<file path="src/ebaws_cfg.svh">
// Register map, field layout and fixed window constants for the window selector
`ifndef EBAWS_CFG_SVH
`define EBAWS_CFG_SVH
`define EBAWS_OFF_RSTCFG    16'hf108
`define EBAWS_OFF_SEL1      16'hf000
`define EBAWS_OFF_SEL2      16'hf004
`define EBAWS_OFF_SEL3      16'hf008
`define EBAWS_OFF_SEL4      16'hf00c
`define EBAWS_OFF_MODE0     16'hf010
`define EBAWS_OFF_MODE1     16'hf014
`define EBAWS_OFF_MODE2     16'hf018
`define EBAWS_OFF_MODE3     16'hf01c
`define EBAWS_OFF_MODE4     16'hf020
`define EBAWS_OFF_ROUTE     16'hf024
`define EBAWS_SZ_LSB        0
`define EBAWS_SZ_MSB        3
`define EBAWS_SA_LSB        4
`define EBAWS_SA_MSB        15
`define EBAWS_SZ_MAXCODE    4'hb
`define EBAWS_SEL_RESET     16'h0000
`define EBAWS_MODE_RESET    16'h0000
`define EBAWS_XP_MODE_RESET 16'h0000
`define EBAWS_XP0_START     12'h00e
`define EBAWS_XP0_SIZE      4'h0
`define EBAWS_XP1_START     12'h00f
`define EBAWS_XP1_SIZE      4'h0
`define EBAWS_RC_WRC        0
`define EBAWS_RC_CS_LSB     1
`define EBAWS_RC_SA_LSB     3
`define EBAWS_RC_CK_LSB     5
`define EBAWS_RC_CK_MSB     7
`endif

</file>
<file path="src/ebaws_pkg.sv">
// Types shared by the window selector files
package ebaws_pkg;
  typedef enum logic [2:0] {SRC_DEFAULT, SRC_WIN1, SRC_WIN2, SRC_WIN3, SRC_WIN4,
                            SRC_XP0, SRC_XP1} ebaws_src_e;
  typedef logic [15:0] ebaws_word_t;
endpackage

</file>
<file path="src/ebaws_match_if.sv">
// Window compare bundle between the top and the matcher
`timescale 1ns/10ps
interface ebaws_match_if;
  logic [23:0]  addr;
  logic [15:0]  sel [4];
  logic [3:0]   winHit;
  logic [1:0]   xpHit;
  modport top (output addr, output sel, input winHit, input xpHit);
  modport match (input addr, input sel, output winHit, output xpHit);
endinterface

</file>
<file path="src/ebaws_matcher.sv">
// Combinational compare of an address against programmable and fixed windows
`timescale 1ns/10ps
`include "ebaws_cfg.svh"
module ebaws_matcher (
  ebaws_match_if.match m
);
  // Compare only the start bits above the window size; reserved sizes never match
  function automatic logic winMatch(input logic [23:0] a, input logic [3:0] sz,
                                    input logic [11:0] st);
    logic [11:0] mask;
    mask = 12'hfff << sz;
    if (sz > `EBAWS_SZ_MAXCODE) begin
      return 1'b0;
    end
    return ((a[23:12] ^ st) & mask) == 12'h000;
  endfunction

  always_comb begin
    for (int i = 0; i < 4; i++) begin
      m.winHit[i] = winMatch(m.addr, m.sel[i][`EBAWS_SZ_MSB:`EBAWS_SZ_LSB],
                             m.sel[i][`EBAWS_SA_MSB:`EBAWS_SA_LSB]);
    end
    m.xpHit[0] = winMatch(m.addr, `EBAWS_XP0_SIZE, `EBAWS_XP0_START);
    m.xpHit[1] = winMatch(m.addr, `EBAWS_XP1_SIZE, `EBAWS_XP1_START);
  end
endmodule

</file>
<file path="src/ebaws_top.sv">
// External bus address window selector with APB register access
// Functional notes
// - Four programmable windows, each with its own bus mode register.
// - Each window select register carves out one window using its mode register.
// - Size code 0000 is 4 KByte doubling to 1011 8 MByte; 11xx reserved.
// - Start bits inside the window size are ignored in the compare.
// - Every access compared against all windows, resolved in four priority levels.
// - Fixed peripheral window match wins, using its own bus mode register.
// - Windows 2 and 4 beat windows 1 and 3.
// - Third level: window 1 or 3 uses its own mode register.
// - No match at all selects the default mode register.
// - Fixed peripheral windows never overlap.
// - Write style bit: 0 byte strobes, 1 single strobe plus high enable.
// - Chip select count: 00 three, 01 two, 10 none, 11 five.
// - Segment lines: 00 four, 01 none, 10 eight, 11 two.
// - Clock field reports the clock generation mode.
// - Reset configuration register ignores writes, reads latched value.
// - Default mode register has no select register and covers everything else.
// - Select register holds size field and start field.
`timescale 1ns/10ps
`include "ebaws_cfg.svh"
module ebaws_top (
  input  wire logic                  sys_clk,
  input  wire logic                  rst_n,
  input  wire logic                  psel,
  input  wire logic                  penable,
  input  wire logic                  pwrite,
  input  wire logic [15:0]           paddr,
  input  wire logic [31:0]           pwdata,
  output logic      [31:0]           prdata,
  output logic                       pready,
  output logic                       pslverr,
  input  wire logic [23:0]           accessAddr,
  output ebaws_pkg::ebaws_src_e      routeSrc,
  output ebaws_pkg::ebaws_word_t     routeMode,
  output logic                       routeExternal,
  output logic                       lowByteWriteStrobeEn,
  output logic [2:0]                 chipSelectLines,
  output logic [3:0]                 segmentLineCount,
  output logic [2:0]                 clockGenMode,
  input  wire logic                  cfgWriteStyle,
  input  wire logic [1:0]            cfgChipSelect,
  input  wire logic [1:0]            cfgSegment,
  input  wire logic [2:0]            cfgClock
);
  logic        rstSync1;
  logic        rstSync;
  logic [7:0]  pinMeta;
  logic [7:0]  pinSync;
  logic        latchDone;
  logic [1:0]  latchArm;
  logic [1:0]  next_latchArm;
  logic [7:0]  resetPinConfiguration;
  logic [7:0]  next_resetPinConfiguration;
  logic        next_latchDone;
  ebaws_pkg::ebaws_word_t windowSelectReg [4];
  ebaws_pkg::ebaws_word_t windowBusModeReg [4];
  ebaws_pkg::ebaws_word_t defaultBusModeReg;
  ebaws_pkg::ebaws_word_t next_windowSelectReg [4];
  ebaws_pkg::ebaws_word_t next_windowBusModeReg [4];
  ebaws_pkg::ebaws_word_t next_defaultBusModeReg;
  ebaws_pkg::ebaws_word_t onchipPeriphBusModeReg [2];
  logic [31:0] next_prdata;
  logic        wrEn;
  ebaws_match_if mIf ();

  // Reset is released through two flops
  always_ff @(posedge sys_clk or negedge rst_n) begin
    if (!rst_n) begin
      rstSync1 <= 1'b0;
      rstSync  <= 1'b0;
    end else begin
      rstSync1 <= 1'b1;
      rstSync  <= rstSync1;
    end
  end

  // Strap pins come from outside; two flops before use
  always_ff @(posedge sys_clk or negedge rstSync) begin
    if (!rstSync) begin
      pinMeta <= 8'h00;
      pinSync <= 8'h00;
    end else begin
      pinMeta <= {cfgClock, cfgSegment, cfgChipSelect, cfgWriteStyle};
      pinSync <= pinMeta;
    end
  end

  // Latch the straps once, after the synchroniser has filled.
  // The arm pipe sets latchArm[1] on the same edge that pinSync fills, so the zeros that the
  // synchroniser holds out of reset are never captured.
  always_comb begin
    next_latchArm              = {latchArm[0], 1'b1};
    next_resetPinConfiguration = resetPinConfiguration;
    next_latchDone             = latchDone;
    if (latchArm[1] && !latchDone) begin
      next_resetPinConfiguration = pinSync;
      next_latchDone             = 1'b1;
    end
  end

  always_ff @(posedge sys_clk or negedge rstSync) begin
    if (!rstSync) begin
      latchArm              <= 2'h0;
      latchDone             <= 1'b0;
      resetPinConfiguration <= 8'h00;
    end else begin
      latchArm              <= next_latchArm;
      latchDone             <= next_latchDone;
      resetPinConfiguration <= next_resetPinConfiguration;
    end
  end

  // Zero-wait APB slave
  assign pready  = 1'b1;
  assign wrEn    = psel && penable && pwrite;
  assign pslverr = 1'b0;

  function automatic logic isAddr(input logic [15:0] a, input logic [15:0] off);
    return a == off;
  endfunction

  always_comb begin
    next_windowSelectReg   = windowSelectReg;
    next_windowBusModeReg  = windowBusModeReg;
    next_defaultBusModeReg = defaultBusModeReg;
    if (wrEn) begin
      if (isAddr(paddr, `EBAWS_OFF_SEL1)) begin
        next_windowSelectReg[0] = pwdata[15:0];
      end else if (isAddr(paddr, `EBAWS_OFF_SEL2)) begin
        next_windowSelectReg[1] = pwdata[15:0];
      end else if (isAddr(paddr, `EBAWS_OFF_SEL3)) begin
        next_windowSelectReg[2] = pwdata[15:0];
      end else if (isAddr(paddr, `EBAWS_OFF_SEL4)) begin
        next_windowSelectReg[3] = pwdata[15:0];
      end else if (isAddr(paddr, `EBAWS_OFF_MODE0)) begin
        next_defaultBusModeReg = pwdata[15:0];
      end else if (isAddr(paddr, `EBAWS_OFF_MODE1)) begin
        next_windowBusModeReg[0] = pwdata[15:0];
      end else if (isAddr(paddr, `EBAWS_OFF_MODE2)) begin
        next_windowBusModeReg[1] = pwdata[15:0];
      end else if (isAddr(paddr, `EBAWS_OFF_MODE3)) begin
        next_windowBusModeReg[2] = pwdata[15:0];
      end else if (isAddr(paddr, `EBAWS_OFF_MODE4)) begin
        next_windowBusModeReg[3] = pwdata[15:0];
      end
    end
  end

  always_comb begin
    next_prdata = 32'h0000_0000;
    if (psel && !penable && !pwrite) begin
      if (isAddr(paddr, `EBAWS_OFF_RSTCFG)) begin
        next_prdata = {24'h000000, resetPinConfiguration};
      end else if (isAddr(paddr, `EBAWS_OFF_SEL1)) begin
        next_prdata = {16'h0000, windowSelectReg[0]};
      end else if (isAddr(paddr, `EBAWS_OFF_SEL2)) begin
        next_prdata = {16'h0000, windowSelectReg[1]};
      end else if (isAddr(paddr, `EBAWS_OFF_SEL3)) begin
        next_prdata = {16'h0000, windowSelectReg[2]};
      end else if (isAddr(paddr, `EBAWS_OFF_SEL4)) begin
        next_prdata = {16'h0000, windowSelectReg[3]};
      end else if (isAddr(paddr, `EBAWS_OFF_MODE0)) begin
        next_prdata = {16'h0000, defaultBusModeReg};
      end else if (isAddr(paddr, `EBAWS_OFF_MODE1)) begin
        next_prdata = {16'h0000, windowBusModeReg[0]};
      end else if (isAddr(paddr, `EBAWS_OFF_MODE2)) begin
        next_prdata = {16'h0000, windowBusModeReg[1]};
      end else if (isAddr(paddr, `EBAWS_OFF_MODE3)) begin
        next_prdata = {16'h0000, windowBusModeReg[2]};
      end else if (isAddr(paddr, `EBAWS_OFF_MODE4)) begin
        next_prdata = {16'h0000, windowBusModeReg[3]};
      end else if (isAddr(paddr, `EBAWS_OFF_ROUTE)) begin
        next_prdata = {29'h00000000, routeSrc};
      end
    end else if (psel && penable) begin
      next_prdata = prdata;
    end
  end

  always_ff @(posedge sys_clk or negedge rstSync) begin
    if (!rstSync) begin
      windowSelectReg   <= '{4{`EBAWS_SEL_RESET}};
      windowBusModeReg  <= '{4{`EBAWS_MODE_RESET}};
      defaultBusModeReg <= `EBAWS_MODE_RESET;
      prdata            <= 32'h0000_0000;
    end else begin
      windowSelectReg   <= next_windowSelectReg;
      windowBusModeReg  <= next_windowBusModeReg;
      defaultBusModeReg <= next_defaultBusModeReg;
      prdata            <= next_prdata;
    end
  end

  // Fixed peripheral mode registers are hardwired
  assign onchipPeriphBusModeReg[0] = `EBAWS_XP_MODE_RESET;
  assign onchipPeriphBusModeReg[1] = `EBAWS_XP_MODE_RESET;

  assign mIf.addr = accessAddr;
  assign mIf.sel  = windowSelectReg;

  ebaws_matcher uMatch (
    .m (mIf.match)
  );

  always_comb begin
    routeSrc      = ebaws_pkg::SRC_DEFAULT;
    routeMode     = defaultBusModeReg;
    routeExternal = 1'b1;
    if (mIf.xpHit[0]) begin
      routeSrc      = ebaws_pkg::SRC_XP0;
      routeMode     = onchipPeriphBusModeReg[0];
      routeExternal = 1'b0;
    end else if (mIf.xpHit[1]) begin
      routeSrc      = ebaws_pkg::SRC_XP1;
      routeMode     = onchipPeriphBusModeReg[1];
      routeExternal = 1'b0;
    end else if (mIf.winHit[1]) begin
      routeSrc  = ebaws_pkg::SRC_WIN2;
      routeMode = windowBusModeReg[1];
    end else if (mIf.winHit[3]) begin
      routeSrc  = ebaws_pkg::SRC_WIN4;
      routeMode = windowBusModeReg[3];
    end else if (mIf.winHit[0]) begin
      routeSrc  = ebaws_pkg::SRC_WIN1;
      routeMode = windowBusModeReg[0];
    end else if (mIf.winHit[2]) begin
      routeSrc  = ebaws_pkg::SRC_WIN3;
      routeMode = windowBusModeReg[2];
    end
  end

  assign lowByteWriteStrobeEn = !resetPinConfiguration[`EBAWS_RC_WRC];

  always_comb begin
    case (resetPinConfiguration[`EBAWS_RC_CS_LSB +: 2])
      2'h0:    chipSelectLines = 3'h3;
      2'h1:    chipSelectLines = 3'h2;
      2'h2:    chipSelectLines = 3'h0;
      default: chipSelectLines = 3'h5;
    endcase
  end

  always_comb begin
    case (resetPinConfiguration[`EBAWS_RC_SA_LSB +: 2])
      2'h0:    segmentLineCount = 4'h4;
      2'h1:    segmentLineCount = 4'h0;
      2'h2:    segmentLineCount = 4'h8;
      default: segmentLineCount = 4'h2;
    endcase
  end

  assign clockGenMode = resetPinConfiguration[`EBAWS_RC_CK_MSB:`EBAWS_RC_CK_LSB];

  xp_excl_a: assert property (@(posedge sys_clk) disable iff (!rstSync)
    !(mIf.xpHit[0] && mIf.xpHit[1])) else $error("fixed windows overlap");
  xp_first_a: assert property (@(posedge sys_clk) disable iff (!rstSync)
    (|mIf.xpHit) |-> !routeExternal) else $error("fixed window not first");
  win2_prio_a: assert property (@(posedge sys_clk) disable iff (!rstSync)
    (!(|mIf.xpHit) && mIf.winHit[1]) |-> routeMode == windowBusModeReg[1])
    else $error("window 2 priority lost");
  win1_sel_a: assert property (@(posedge sys_clk) disable iff (!rstSync)
    (!(|mIf.xpHit) && mIf.winHit == 4'h1) |-> routeSrc == ebaws_pkg::SRC_WIN1)
    else $error("window 1 not chosen");
  default_sel_a: assert property (@(posedge sys_clk) disable iff (!rstSync)
    (!(|mIf.xpHit) && mIf.winHit == 4'h0) |-> routeMode == defaultBusModeReg)
    else $error("default mode not chosen");
  cfg_ro_a: assert property (@(posedge sys_clk) disable iff (!rstSync)
    latchDone |=> $stable(resetPinConfiguration)) else $error("config changed");
  cs_none_a: assert property (@(posedge sys_clk) disable iff (!rstSync)
    resetPinConfiguration[`EBAWS_RC_CS_LSB +: 2] == 2'h2 |-> chipSelectLines == 3'h0)
    else $error("chip select decode wrong");
  seg_eight_a: assert property (@(posedge sys_clk) disable iff (!rstSync)
    resetPinConfiguration[`EBAWS_RC_SA_LSB +: 2] == 2'h2 |-> segmentLineCount == 4'h8)
    else $error("segment decode wrong");
  wr_style_a: assert property (@(posedge sys_clk) disable iff (!rstSync)
    lowByteWriteStrobeEn != resetPinConfiguration[`EBAWS_RC_WRC])
    else $error("strobe style wrong");
  win4_prio_a: assert property (@(posedge sys_clk) disable iff (!rstSync)
    (!(|mIf.xpHit) && !mIf.winHit[1] && mIf.winHit[3]) |-> routeSrc == ebaws_pkg::SRC_WIN4)
    else $error("window 4 priority lost");
  win3_sel_a: assert property (@(posedge sys_clk) disable iff (!rstSync)
    (!(|mIf.xpHit) && mIf.winHit == 4'h4) |-> routeMode == windowBusModeReg[2])
    else $error("window 3 not chosen");
  ext_route_a: assert property (@(posedge sys_clk) disable iff (!rstSync)
    !(|mIf.xpHit) |-> routeExternal) else $error("external access lost");
  cs_five_a: assert property (@(posedge sys_clk) disable iff (!rstSync)
    resetPinConfiguration[`EBAWS_RC_CS_LSB +: 2] == 2'h3 |-> chipSelectLines == 3'h5)
    else $error("chip select default wrong");
endmodule

</file>
<file path="config.mk">
export PLATFORM = sky130hd
export DESIGN_NAME = ebaws_top
export DESIGN_NICKNAME = d
export VERILOG_FILES = /design/src/ebaws_pkg.sv /design/src/ebaws_match_if.sv /design/src/ebaws_matcher.sv /design/src/ebaws_top.sv
export VERILOG_INCLUDE_DIRS = /design/src
export SDC_FILE = /design/constraint.sdc
export NUM_CORES = 1
export LEC_CHECK = 0
export BUFFER_PORTS_ARGS = -buffer_cell sky130_fd_sc_hd__buf_4
export CORE_ASPECT_RATIO = 1.75
export CORE_MARGIN = 1
export CORE_UTILIZATION = 25
export DETAILED_ROUTE_END_ITERATION = 12
export GPL_ROUTABILITY_DRIVEN = 0
export PLACE_DENSITY_LB_ADDON = 0.08
export SLEW_MARGIN = 20
export SYNTH_ARGS = -nofsm -noshare
export SYNTH_HDL_FRONTEND = slang
export SYNTH_SLANG_ARGS = --single-unit
export TNS_END_PERCENT = 20
</file>
<file path="constraint.sdc">
create_clock -name sys_clk -period 16.4 [get_ports sys_clk]
set_input_delay 0.82 -clock sys_clk [delete_from_list [all_inputs] [get_ports sys_clk]]
set_output_delay 0.82 -clock sys_clk [all_outputs]
set_load 0.005 [all_outputs]
</file>
Yosys cells after proc, flatten, opt, wreduce, memory -nomap -nowiden
Cells that the tools add are included.
- add/sub/neg operators: 0
- multiply operators: 0
- divide/modulo/power cells: 0
- magnitude comparators: 4
- eq/ne operators: 16
- shift operators: 4
- mux-type cells: 41
- bitwise gates (word level): 18
- reduce and logical (&&, ||, !) cells: 26
- operators by type and width (kind ; number):
    $mux W16 ; 16
    $eq A16 B16 Y1 const B ; 11
    $logic_not A12 Y1 ; 6
    $mux W32 ; 2
    $and A12 B12 Y12 ; 4
    $shl A12 B4 Y12 const A ; 4
    $xor A12 B12 Y12 ; 4
    $gt A4 B4 Y1 const B ; 4
    $mux W3 ; 5
    $mux W1 ; 14
    $pmux W4 S3 ; 1
    $reduce_and A10 Y1 ; 1
    $pmux W3 S3 ; 1
    $reduce_and A9 Y1 ; 1
    $not A1 Y1 ; 8
    $reduce_and A8 Y1 ; 1
    $reduce_and A7 Y1 ; 1
    $reduce_and A6 Y1 ; 1
    $logic_and A1 B1 Y1 ; 5
    $reduce_and A5 Y1 ; 1
    $eq A2 B1 Y1 const B ; 2
    $eq A2 B2 Y1 const B ; 2
    $logic_not A1 Y1 ; 4
    $logic_not A2 Y1 ; 2
    7 further kinds ; 8
- register bits: 205
- latch bits: 0
- RAM bits: 0
- ROM bits: 0
- input bits: 85
- output and inout bits: 65
- word-level logic and storage cells: 126
- memories: 0

Longest topological paths before layout
Gate-level depths: netlist (run 1).
- word-level depth: 22
- mapped depth: 10
- depth with buffers taken out: 7

Cells and area by module
A second synthesis (run 1) with hierarchy kept.
- cell total of the unflattened synthesis: 964
- area total of the unflattened synthesis: 10510.1 um2
- modules (own cells, without submodules) (module ; times used ; cells an instance ; area an instance (um2) ; sequential area each (um2)):
    ebaws_top ; 1 ; 828 ; 9576.7 ; 4729.5
    ebaws_matcher ; 1 ; 136 ; 933.4 ; 0.0

Worst setup path after synthesis (run 1)
No wires, ideal clock.
- kind: in2out
- start: input port accessAddr[22]
- end: output port routeMode[10]
- arrival: 2.690 ns
- data required time: 15.580 ns
- path slack: 12.890 ns
- stages on the path: 9
- cells stage by stage: buf_2 xor2_1 or4_1 nor4_1 a21oi_1 nand3_1 buf_2 nor2_1 a211oi_1
- word-level cells in the longest chain between the ends: 10
- RTL lines (element ; line ; source):
    start: declaration ; ebaws_top.sv:33 ; input wire logic [23:0] accessAddr,
    $xor A12 B12 Y12 ; ebaws_matcher.sv:15 ; return ((a[23:12] ^ st) & mask) == 12'h000;
    $and A12 B12 Y12 ; ebaws_matcher.sv:15 ;
    $logic_not A12 Y1 ; ebaws_matcher.sv:15 ;
    $mux W1 ; ebaws_matcher.sv:15 ;
    $mux W16 ; ebaws_top.sv:227 ; end else if (mIf.winHit[2]) begin
    $mux W16 ; ebaws_top.sv:224 ; end else if (mIf.winHit[0]) begin
    $mux W16 ; ebaws_top.sv:221 ; end else if (mIf.winHit[3]) begin
    $mux W16 ; ebaws_top.sv:218 ; end else if (mIf.winHit[1]) begin
    $mux W16 ; ebaws_top.sv:214 ; end else if (mIf.xpHit[1]) begin
    $mux W16 * ; ebaws_top.sv:210 ; if (mIf.xpHit[0]) begin
    end: declaration ; ebaws_top.sv:35 ; output ebaws_pkg::ebaws_word_t routeMode,
Mark *: on every way between the ends. The rest lies on a longest branch, timed or not.

Worst setup path in the final report (run 1)
- start: input port accessAddr[12]
- end: output port routeMode[1]
The elaborated chain is that of the path after synthesis.

==> impl_results.md, run 1 <==
- Netlist Area Pre-Place: 10200 um^2
- Most frequent cell after synthesis: dfrtp_1
- Antenna violations before repair: 0
- Avg Cell Area, Syn: 11.1 um^2
- TNS Setup: 0 ns
- R2r setup slk: 13.55 ns
- Post-layout min period: between 4 and 5 ns
- Post-synth EDFFs: 0
- VDD IR max: between 0.06 and 0.07 mV
- Lkg Pwr: 5.69 nW
- Crit path max fanout: 20
- Crit path from: accessAddr[12]
- Worst path slowest cell: nand2_1
- Overall Global Routing Usage: 19.4%
- Via density: 5.14
- Post-route ant nets: 0
- Final Setup Violations: 0
- Cts bufs inserted: 17
- Overflow after GRT: 0
- Syn-to-layout area delta: 17.0%
- # diodes: 0
- Top FF cell, synth: dfrtp_1
- CP Launch Type: input pin
- WHS: ~0.12 ns
- Vias in the first global route: 8183
- RSZ-0062 raised after global routing: no
- Actual slew at the worst max-slew pin: 1.13 ns
- Final Hold Violating Endpoints: 0
- Max-cap viol count: 0
- Critical Path RT: around 16 ns
- Yosys top cell area share: 46.5%
- Core area: 40100 um^2
- Yosys top cell by area: dfrtp_1
- Main area contributors after synthesis: dfrtp_1 (47%), mux2_2 (18%), nor2_1 (2.5%)
- Share of cells above drive strength 1: between 30% and 40%
- Most frequent CP cell: buf_4
- PortBufs: 102
- CP Capture Type: primary output
- Final period utilization: 30.2%
- FMAX: slightly above 200 MHz
- Post-CTS setup buffers: 0
- IO Count: 150
- Final Max Tran Viols: 0
- Routed len/inst: 26.0 um
- Largest net degree at the start of global routing: 71
- Clock Path Buffers: 2
- 1st-iter DRT viols: 363
- Root Driver: clkbuf_16
- Die area: 41500 um^2
- Pwr Total: 0.963 mW
- CP Cell Sequence: buf_4 -> xnor2_1 -> o32ai_1 -> a2111oi_0 -> a21oi_2 -> buf_4 -> nand2_1 -> o221ai_1 -> a211oi_1 -> buf_4
- DIE WIDTH: 154 um
- Chip height: 269 um
- H-tree depth: 4
- Hold Path Class: in -> async
- Final Core Density: 29.7%
- Worst-skew pair later-pin latency: approximately 0.46 ns
- Crit Reg-Reg Startpoint: mIf.sel[17]$_DFFE_PN0P_
- Max stage delay on crit path: 0.75 ns
- Top cell types by occurrence after synthesis: dfrtp_1 (189), mux2_2 (160), nor2_1 (68), nand2_1 (41), o21ai_0 (34)
- Max-slew headroom: 24.4%
- Post-synth ARST share: 100%
- Mapped Cells: approximately 920
- Ys Warns: 0
- TritonCTS clock tree: yes
- Row count: 97
- Drt first pass iters: 4
- Sequential area share after synthesis: 46.5%
- Clock skew: approximately 0.014 ns
- Starting Density: 25.4%
- Vias: 7668
- Global-route wire length before repair: 56700 um
- Yosys cell types: 69
- Status: complete, no violations
- Total Nets Final: approximately 1100
- Clock sinks: 189
- Drc violations: 0
- FF+latch count, synth: 189
- Critical path class: in -> out
- Power Density: 81.0 nW/um^2
- Worst-path clk slew: 0.08 ns
- Hpwl dp: 28300 um
- Post-Route WL: between 30000 and 40000 um
- Post-CTS sizing: 0
- CP arrival: 4.14 ns
- Hold buffers post-CTS: 0
final timing paths:
check / end / cells past startpoint
min reg2reg: pinSync[3]$_DFF_PN0_ / 0
min in group sys_clk: pinSync[3]$_DFF_PN0_ / 0
max in group asynchronous: mIf.sel[14]$_DFFE_PN0P_ / 2
min: rstSync$_DFF_PN0_ / 1
max: routeMode[1] / 10
max reg2reg: prdata[0]$_DFFE_PN0P_ / 8
cells in the final DEF, fill, tap and decap left out, types with 4 or more instances in the layout:
cell type  Yosys  layout
a21o_1         5       5
nor3_1        14      13
dfrtp_1      189     188
o21ai_0       34      34
buf_4         25     117
a2bb2oi_1      5       5
mux2_2       160     160
a211o_1        8       8
clkbuf_16      0      17
o22ai_1       11      11
o21a_1         5       5
conb_1         2      21
inv_6          0       7
and2_1         4       4
a21oi_1       28      27
a221oi_1      13      13
a222oi_1       4       4
o211ai_1       4       4
inv_1          6       6
xnor2_1       27      27
a22o_1         5       5
mux2i_1       19      19
nor2_1        68      67
xor2_1        21      21
or2_2          5       5
a2111oi_0      4       4
nand3_1       12      12
nand2_1       41      41
or4_1          4       4
o221ai_1      17      17
or3_1          9       9
a31oi_1        4       4
a221o_1        9       9
a211oi_1      24      24
nand4_1        5       5
a22oi_1        9       9
cell families after synthesis:
kind of cell    synth area share, %
flops                          46.5
xor+xnor                       4.13
compound gates                 15.0
other cells                  0.0739
mux                            19.7
fa+ha+maj                     0.369
buf+inv                        4.63
simple gates                   9.56
through the flow:
| stage | area [um^2] | std cells | setup slack, ns |
|---|---|---|---|
| after detailed placement | 11300 | 1461 | 11.43 |
| final | 11900 | 1493 | 11.44 |
| after global routing | 11900 | 1493 | 11.17 |
| after CTS | 11900 | 1493 | 11.42 |
| after global placement | 11300 | 1461 | 11.41 |
| after floorplan | 10200 | 934 | 10.74 |
registers in the layout, indices dropped and copies added (netlist names):
| register | flops |
|---|---|
| latchArm | 2 |
| mIf.sel | 64 |
| prdata | 16 |
| windowBusModeReg | 64 |
| rstSync | 1 |
| defaultBusModeReg | 16 |
| latchDone | 1 |
| rstSync1 | 1 |
| pinSync | 8 |
| pinMeta | 8 |
| resetPinConfiguration | 8 |
routing by layer:
metal	wire length [um]	global-route usage, %
met4	1270	8.35
met2	21100	36.4
met3	990	2.36
met1	15500	21.8
met5	0	0
final cells by class:
cell class / instances / area [um^2]
clock buffer: 18 / 429
multi-input combinational: 654 / 5070
tap: 495 / 619
timing repair buffer: 117 / 878
clock inverter: 14 / 148
inverter: 6 / 22.5
sequential: 189 / 4730
fill: 4194 / 28200
power by group:
group / switching, mW / leakage [nW] / internal (mW) / total [mW]
logic: 0.0370 / 2.84 / 0.0232 / 0.0602
registers: 0.00816 / 2.57 / 0.470 / 0.479
clock network: 0.209 / 0.278 / 0.215 / 0.425
total: 0.254 / 5.69 / 0.709 / 0.963
critical path: cells and delay by family:
| kind | cells | cell delay (ns) |
|---|---|---|
| compound gates | 5 | 1.66 |
| simple gates | 1 | 0.75 |
| buf+inv | 3 | 0.63 |
| xor+xnor | 1 | 0.26 |
Power figures use the tool's default switching activity.
==> inputs of run 2 (changes only) <==
- ABC_AREA: default -> 1
- clock period: 16.4 -> 4 ns (I/O delays scaled with it)
==> run 2 against run 1 <==
Net effect: global-route usage barely moved; clock skew fell by 0.00068 ns; die area rose by 3.2%; utilization rose by 0.20 points; register-to-register slack got worse by 12 ns; final cell count rose by 37%.
==> impl_results.md, run 2 <==
- Ys Warns: 0
- Net Sw Frac: 25.8%
- Die area: between 40000 and 50000 um^2
- RSZ-0062 raised after global routing: no
- Global-route wire length before repair: about 60000 um
- GRT Max-Usage Layer: met2
- Met1 Track Usage GR: between 20% and 30%
- Placed cells: 2000
- Yosys top cell by area: dfrtp_1
- Hold buffers post-CTS: 9
- Hold Path Class: in -> async
- Share of cells above drive strength 1: 15.1%
- Vias in the first global route: 9560
- Post-layout min period: 3.53 ns
- Total Nets Final: 1561
- Post-synth ARST share: between 90% and 100%
- Post-CTS setup buffers: 0
- Final Max Tran Viols: 0
- Commonest non-fill, non-tap cell in the layout: nand2_1
- Drc violations: 0
- Vias: 9426
- TritonCTS clock tree: yes
- Lkg Pwr: 6.09 nW
- Clock sinks: 189
- Max-cap viol count: 0
- Root Driver: clkbuf_16
- CP Capture Type: primary output
- Core area: 41500 um^2
- Routed len/inst: approximately 19 um
- Commonest non-fill, non-tap cells in the layout: nand2_1 (438), dfrtp_1 (188), o21ai_0 (166), buf_4 (116), inv_1 (112)
- DIE WIDTH: ~160 um
- CP arrival: 3.33 ns
- Crit path max fanout: 19
- Post-route ant nets: 0
- Yosys top cell area share: about 45%
- TNS Setup: 0 ns
- Final period utilization: 88.3%
- H-tree depth: 4
- Syn-to-layout area delta: 18.2%
- PortBufs: 102
- Overflow after GRT: 0
- Critical path class: reg -> out
- Overall Global Routing Usage: 19.3%
- Cts bufs inserted: 17
- # diodes: 0
- Post-synth EDFFs: 0
- Starting Density: 25.3%
- Sw power: 1.06 mW
- Global routing usage on met3: ~2.3%
- Hpwl dp: 30300 um
- FMAX: 283 MHz
- Worst-path clk slew: 0.07 ns
- CP Launch Type: flop
- FF+latch count, synth: 189
- Yosys cell types: 51
- Main area contributors after synthesis: dfrtp_1 (45%), nand2_1 (16%), o21ai_0 (7.9%)
- Worst-skew pair later-pin latency: 0.46 ns
- # fillers: 4609
- Antenna violations before repair: 0
- Via density: 4.62
- VDD IR max: 0.245 mV
- Flop pwr share: 48.6%
- Met2 Resource Use GR: 37.3%
- Drt first pass iters: 5
- Max-slew headroom: 32.5%
- Most frequent cell after synthesis: nand2_1
- Int Power: 3.04 mW
- Clock skew: 0.0131 ns
- 1st-iter DRT viols: 595
- Netlist Area Pre-Place: 10500 um^2
- Largest net degree at the start of global routing: 71
- Post-Route WL: 39700 um
- Top FF cell, synth: dfrtp_1
- Status: complete, no violations
- Top cell types by occurrence after synthesis: nand2_1 (440), dfrtp_1 (189), o21ai_0 (166), inv_1 (112), nor2_1 (93)
- Critical Path RT: ~3.8 ns
- Power Density: 330 nW/um^2
- Actual slew at the worst max-slew pin: 1.01 ns
- Mapped Cells: approximately 1400
- Final Setup Violations: 0
- Clock Path Buffers: 2
- Combinational share of power: 8.5%
- Avg Cell Area, Syn: ~7.6 um^2
- Sequential area share after synthesis: a little under half
- Post-CTS sizing: 0
- Final worst slack: 0.468 ns
- Final Hold Violating Endpoints: 0
- Pwr Total: 4.09 mW
- WHS: between 0.05 and 0.06 ns
- Row count: 99
- IO Count: 150
- Pre-CTS WS: 0.922 ns
- Final non-filler cell total: 2041
- Clock Power Share: 42.9%
- Chip height: 273 um
run 2: layer usage:
metal / part of all wire [%] / up-vias
met5: 0 / -
met4: 2.4 / 0
met3: 2.5 / 38
met2: 56 / 178
met1: 39 / 4547
li1: - / 4663
run 2: layout make-up:
cell class	count	area, um^2	area share (%)
timing repair buffer	127	1000	8.07
multi-input combinational	998	4870	39.2
tap	555	694	5.60
clock inverter	13	140	1.13
clock buffer	19	443	3.57
inverter	140	531	4.27
sequential	189	4730	38.1
run 2: through the flow:
step	util, %	instance area (um^2)
floorplan	-	10600
global placement	28.3	11700
detailed placement	28.3	11700
CTS	29.9	12400
global route	29.9	12400
finish	29.9	12400
run 2: worst max-delay path: stages, from the launching register on:
cell and delay, ns:
dfrtp_1 0.58, inv_2 0.11, nand2_1 0.11, nand2_1 0.05
nand2_1 0.06, nand3_1 0.12, nor2_2 0.15, nand3_4 0.29
nand2_1 0.51, buf_4 0.25, o21ai_0 0.08, o21a_1 0.18
nor2_1 0.20, buf_4 0.16
run 2: cell families (layout without fill, tap and decap cells):
kind of cell / after synthesis / count (layout) / share of synthesized area (%)
buffers and inverters: 219 / 299 / 9.30
XOR/XNOR: 14 / 14 / 1.17
adder cells (fa/ha/maj): 3 / 3 / 0.358
AO/OA/AOI/OAI: 307 / 307 / 16.9
other: 2 / 21 / 0.0715
AND/OR/NAND/NOR: 649 / 649 / 26.7
multiplexers: 4 / 4 / 0.429
flip-flops: 189 / 189 / 45.1
run 2: power by group through the flow:
stage	logic, mW	clock network (mW)	registers, mW
after floorplan	0.172	0	2.03
after global placement	0.351	0	2.03
after detailed placement	0.352	0	2.03
after CTS	0.360	1.82	1.99
after global routing	0.392	1.89	2.00
final	0.348	1.76	1.99
run 2: path summary, 6_finish.rpt:
kind                                               from                 endpoint  slack [ns]  cells past startpoint
worst max-delay path            mIf.sel[50]$_DFFE_PN0P_             routeMode[9]        0.47                     13
worst min-delay path                              rst_n        rstSync$_DFF_PN0_        0.05                      2
worst max register to register  mIf.sel[35]$_DFFE_PN0P_    prdata[0]$_DFFE_PN0P_        1.17                     18
worst min register to register     pinMeta[0]$_DFF_PN0_     pinSync[0]$_DFF_PN0_        0.35                      0
max in group asynchronous             rstSync$_DFF_PN0_  mIf.sel[59]$_DFFE_PN0P_        2.61                      1
min in group sys_clk                            penable   prdata[14]$_DFFE_PN0P_        0.14                      4
==> inputs of run 3 (changes only) <==
- GPL_TIMING_DRIVEN: default -> 0
- clock period: 4 -> 4.2 ns (I/O delays scaled with it)
==> run 3 against run 2 <==
Net effect: worst setup slack improved by 0.26 ns; utilization rose by 0.89 points; hold slack improved by 0.0031 ns; sequential share of layout area fell by 1.1 points; largest power group unchanged; clock skew fell by 0.0053 ns.
==> impl_results.md, run 3 (synthesis gave the netlist of run 2 again) <==
- Lkg Pwr: 6.31 nW
- Antenna violations before repair: 0
- IO Count: 150
- Drc violations: 0
- Cts bufs inserted: 17
- Vias: 9717
- Root Driver: clkbuf_16
- Total Nets Final: ~1600
- Commonest non-fill, non-tap cell in the layout: nand2_1
- Post-CTS sizing: 0
- Critical Path RT: between 3 and 4 ns
- VDD IR max: 0.208 mV
- Clock skew: about 0.0078 ns
- Clock sinks: between 150 and 200
- Design area: 12800 um^2
- Worst-path clk slew: 0.07 ns
- Post-route ant nets: 0
- Post-CTS setup buffers: 0
- Buf/Inv on CP: 4
- Die area: roughly 43000 um^2
- Row count: 99
- Critical path class: reg -> out
- WHS: 0.0539 ns
- Crit path max fanout: 10
- Max-slew headroom: 36.2%
- Final Setup Violations: 0
- Chip height: 273 um
- H-tree depth: 4
- Pre-CTS WS: about 1.3 ns
- Max stage delay on crit path: 0.60 ns
- Final period utilization: 82.8%
- Worst-skew pair later-pin latency: 0.46 ns
- Core area: 41500 um^2
- Syn-to-layout area delta: 21.8%
- Commonest non-fill, non-tap cells in the layout: nand2_1 (440), dfrtp_1 (188), o21ai_0 (166), buf_4 (128), inv_1 (112)
- 1st-iter DRT viols: 573
- # diodes: 0
- TritonCTS clock tree: yes
- Post-Route WL: 42900 um
- Hold buffers post-CTS: 9
- Post-layout min period: 3.48 ns
- Largest net degree at the start of global routing: 51
- Starting Density: 25.3%
- FMAX: 288 MHz
- Hold Path Class: in -> async
- TNS Setup: 0 ns
- RSZ-0062 raised after global routing: no
- Via density: between 4 and 5
- Final Core Density: 30.8%
- Overflow after GRT: 0
- Final worst slack: just over 0.7 ns
- Crit path max-delay family: simple AND/OR/NAND/NOR gates
- PortBufs: 98
- Status: complete, no violations
- Hpwl dp: 35100 um
- Max-cap viol count: 0
- CP Launch Type: flop
- Drt first pass iters: 5
- Area after DPL: approximately 12000 um^2
- DIE WIDTH: roughly 160 um
- Overall Global Routing Usage: 20.7%
- Routed len/inst: 20.4 um
- Clock Path Buffers: 2
- Final Max Tran Viols: 0
- Worst path slowest cell: dfrtp_1
- Actual slew at the worst max-slew pin: 0.950 ns
- Power Density: 308 nW/um^2
- CP Capture Type: primary output
- CP arrival: 3.27 ns
- Final Hold Violating Endpoints: 0
- CP Cell Sequence: nand2_1 -> inv_1 -> nand2_1 -> nand3_1 -> nand2_1 -> nor2_1 -> nand3_2 -> inv_1 -> nand2_1 -> buf_2 -> nor2_1 -> nor2_1 -> a221oi_1 -> nor2_1 -> buf_4
- R2r setup slk: approximately 1.5 ns
- Global-route wire length before repair: 62600 um
- Vias in the first global route: approximately 9600
- Share of cells above drive strength 1: 16.8%
==> run 3: area by class of cell <==
cell class,instances,area (um^2)
inverters,140,531
repair buffers,111,928
well taps,555,694
multi-input cells,998,4860
clock inverters,13,143
clock buffers,19,443
fillers,4534,28700
plain buffers,79,445
flip-flops and latches,189,4730
==> run 3: metal layers <==
layer,part of all wire [%],track usage [%],up-vias
li1,-,-,4797
met1,35,20.1,4608
met2,57,41.6,229
met3,2.6,2.49,83
met4,4.6,10.3,0
met5,0,0,-
==> run 3: report_power, final <==
group,switching [mW],internal (mW)
Clock,0.782,0.896
Combinational,0.203,0.169
Sequential,0.0318,1.86
==> run 3: final timing paths <==
kind	depth (start not counted)	from	end
worst max-delay path	15	mIf.sel[18]$_DFFE_PN0P_	routeMode[8]
worst min-delay path	2	rst_n	rstSync$_DFF_PN0_
worst max register to register	19	mIf.sel[34]$_DFFE_PN0P_	prdata[2]$_DFFE_PN0P_
worst min register to register	0	rstSync$_DFF_PN0_	windowBusModeReg[14]$_DFFE_PN0P_
max in group asynchronous	2	rstSync$_DFF_PN0_	prdata[8]$_DFFE_PN0P_
min in group sys_clk	4	penable	prdata[14]$_DFFE_PN0P_
==> run 3: metrics by stage <==
stage          power (mW)  instances
3_3_place_gp         2.29       2059
2_1_floorplan        2.10       1406
4_1_cts              4.00       2104
5_1_grt              4.11       2104
3_5_place_dp         2.30       2063
6_report             3.94       2104
==> run 3: worst register-to-register path: stages, from the launching register on <==
cell and delay (ns):
dfrtp_1 0.52, inv_2 0.15, nand2_1 0.12, nor2_1 0.08
nand2_1 0.06, nand2_1 0.08, nor2_1 0.14, nand4_2 0.38
inv_2 0.35, o21ai_2 0.12, nand2_1 0.08, nand2_1 0.06
nand2_1 0.07, nand2_1 0.06, nand2_1 0.09, nand2_1 0.07
nand2_1 0.06, nand2_1 0.05, nand2_1 0.05, nand2_1 0.05
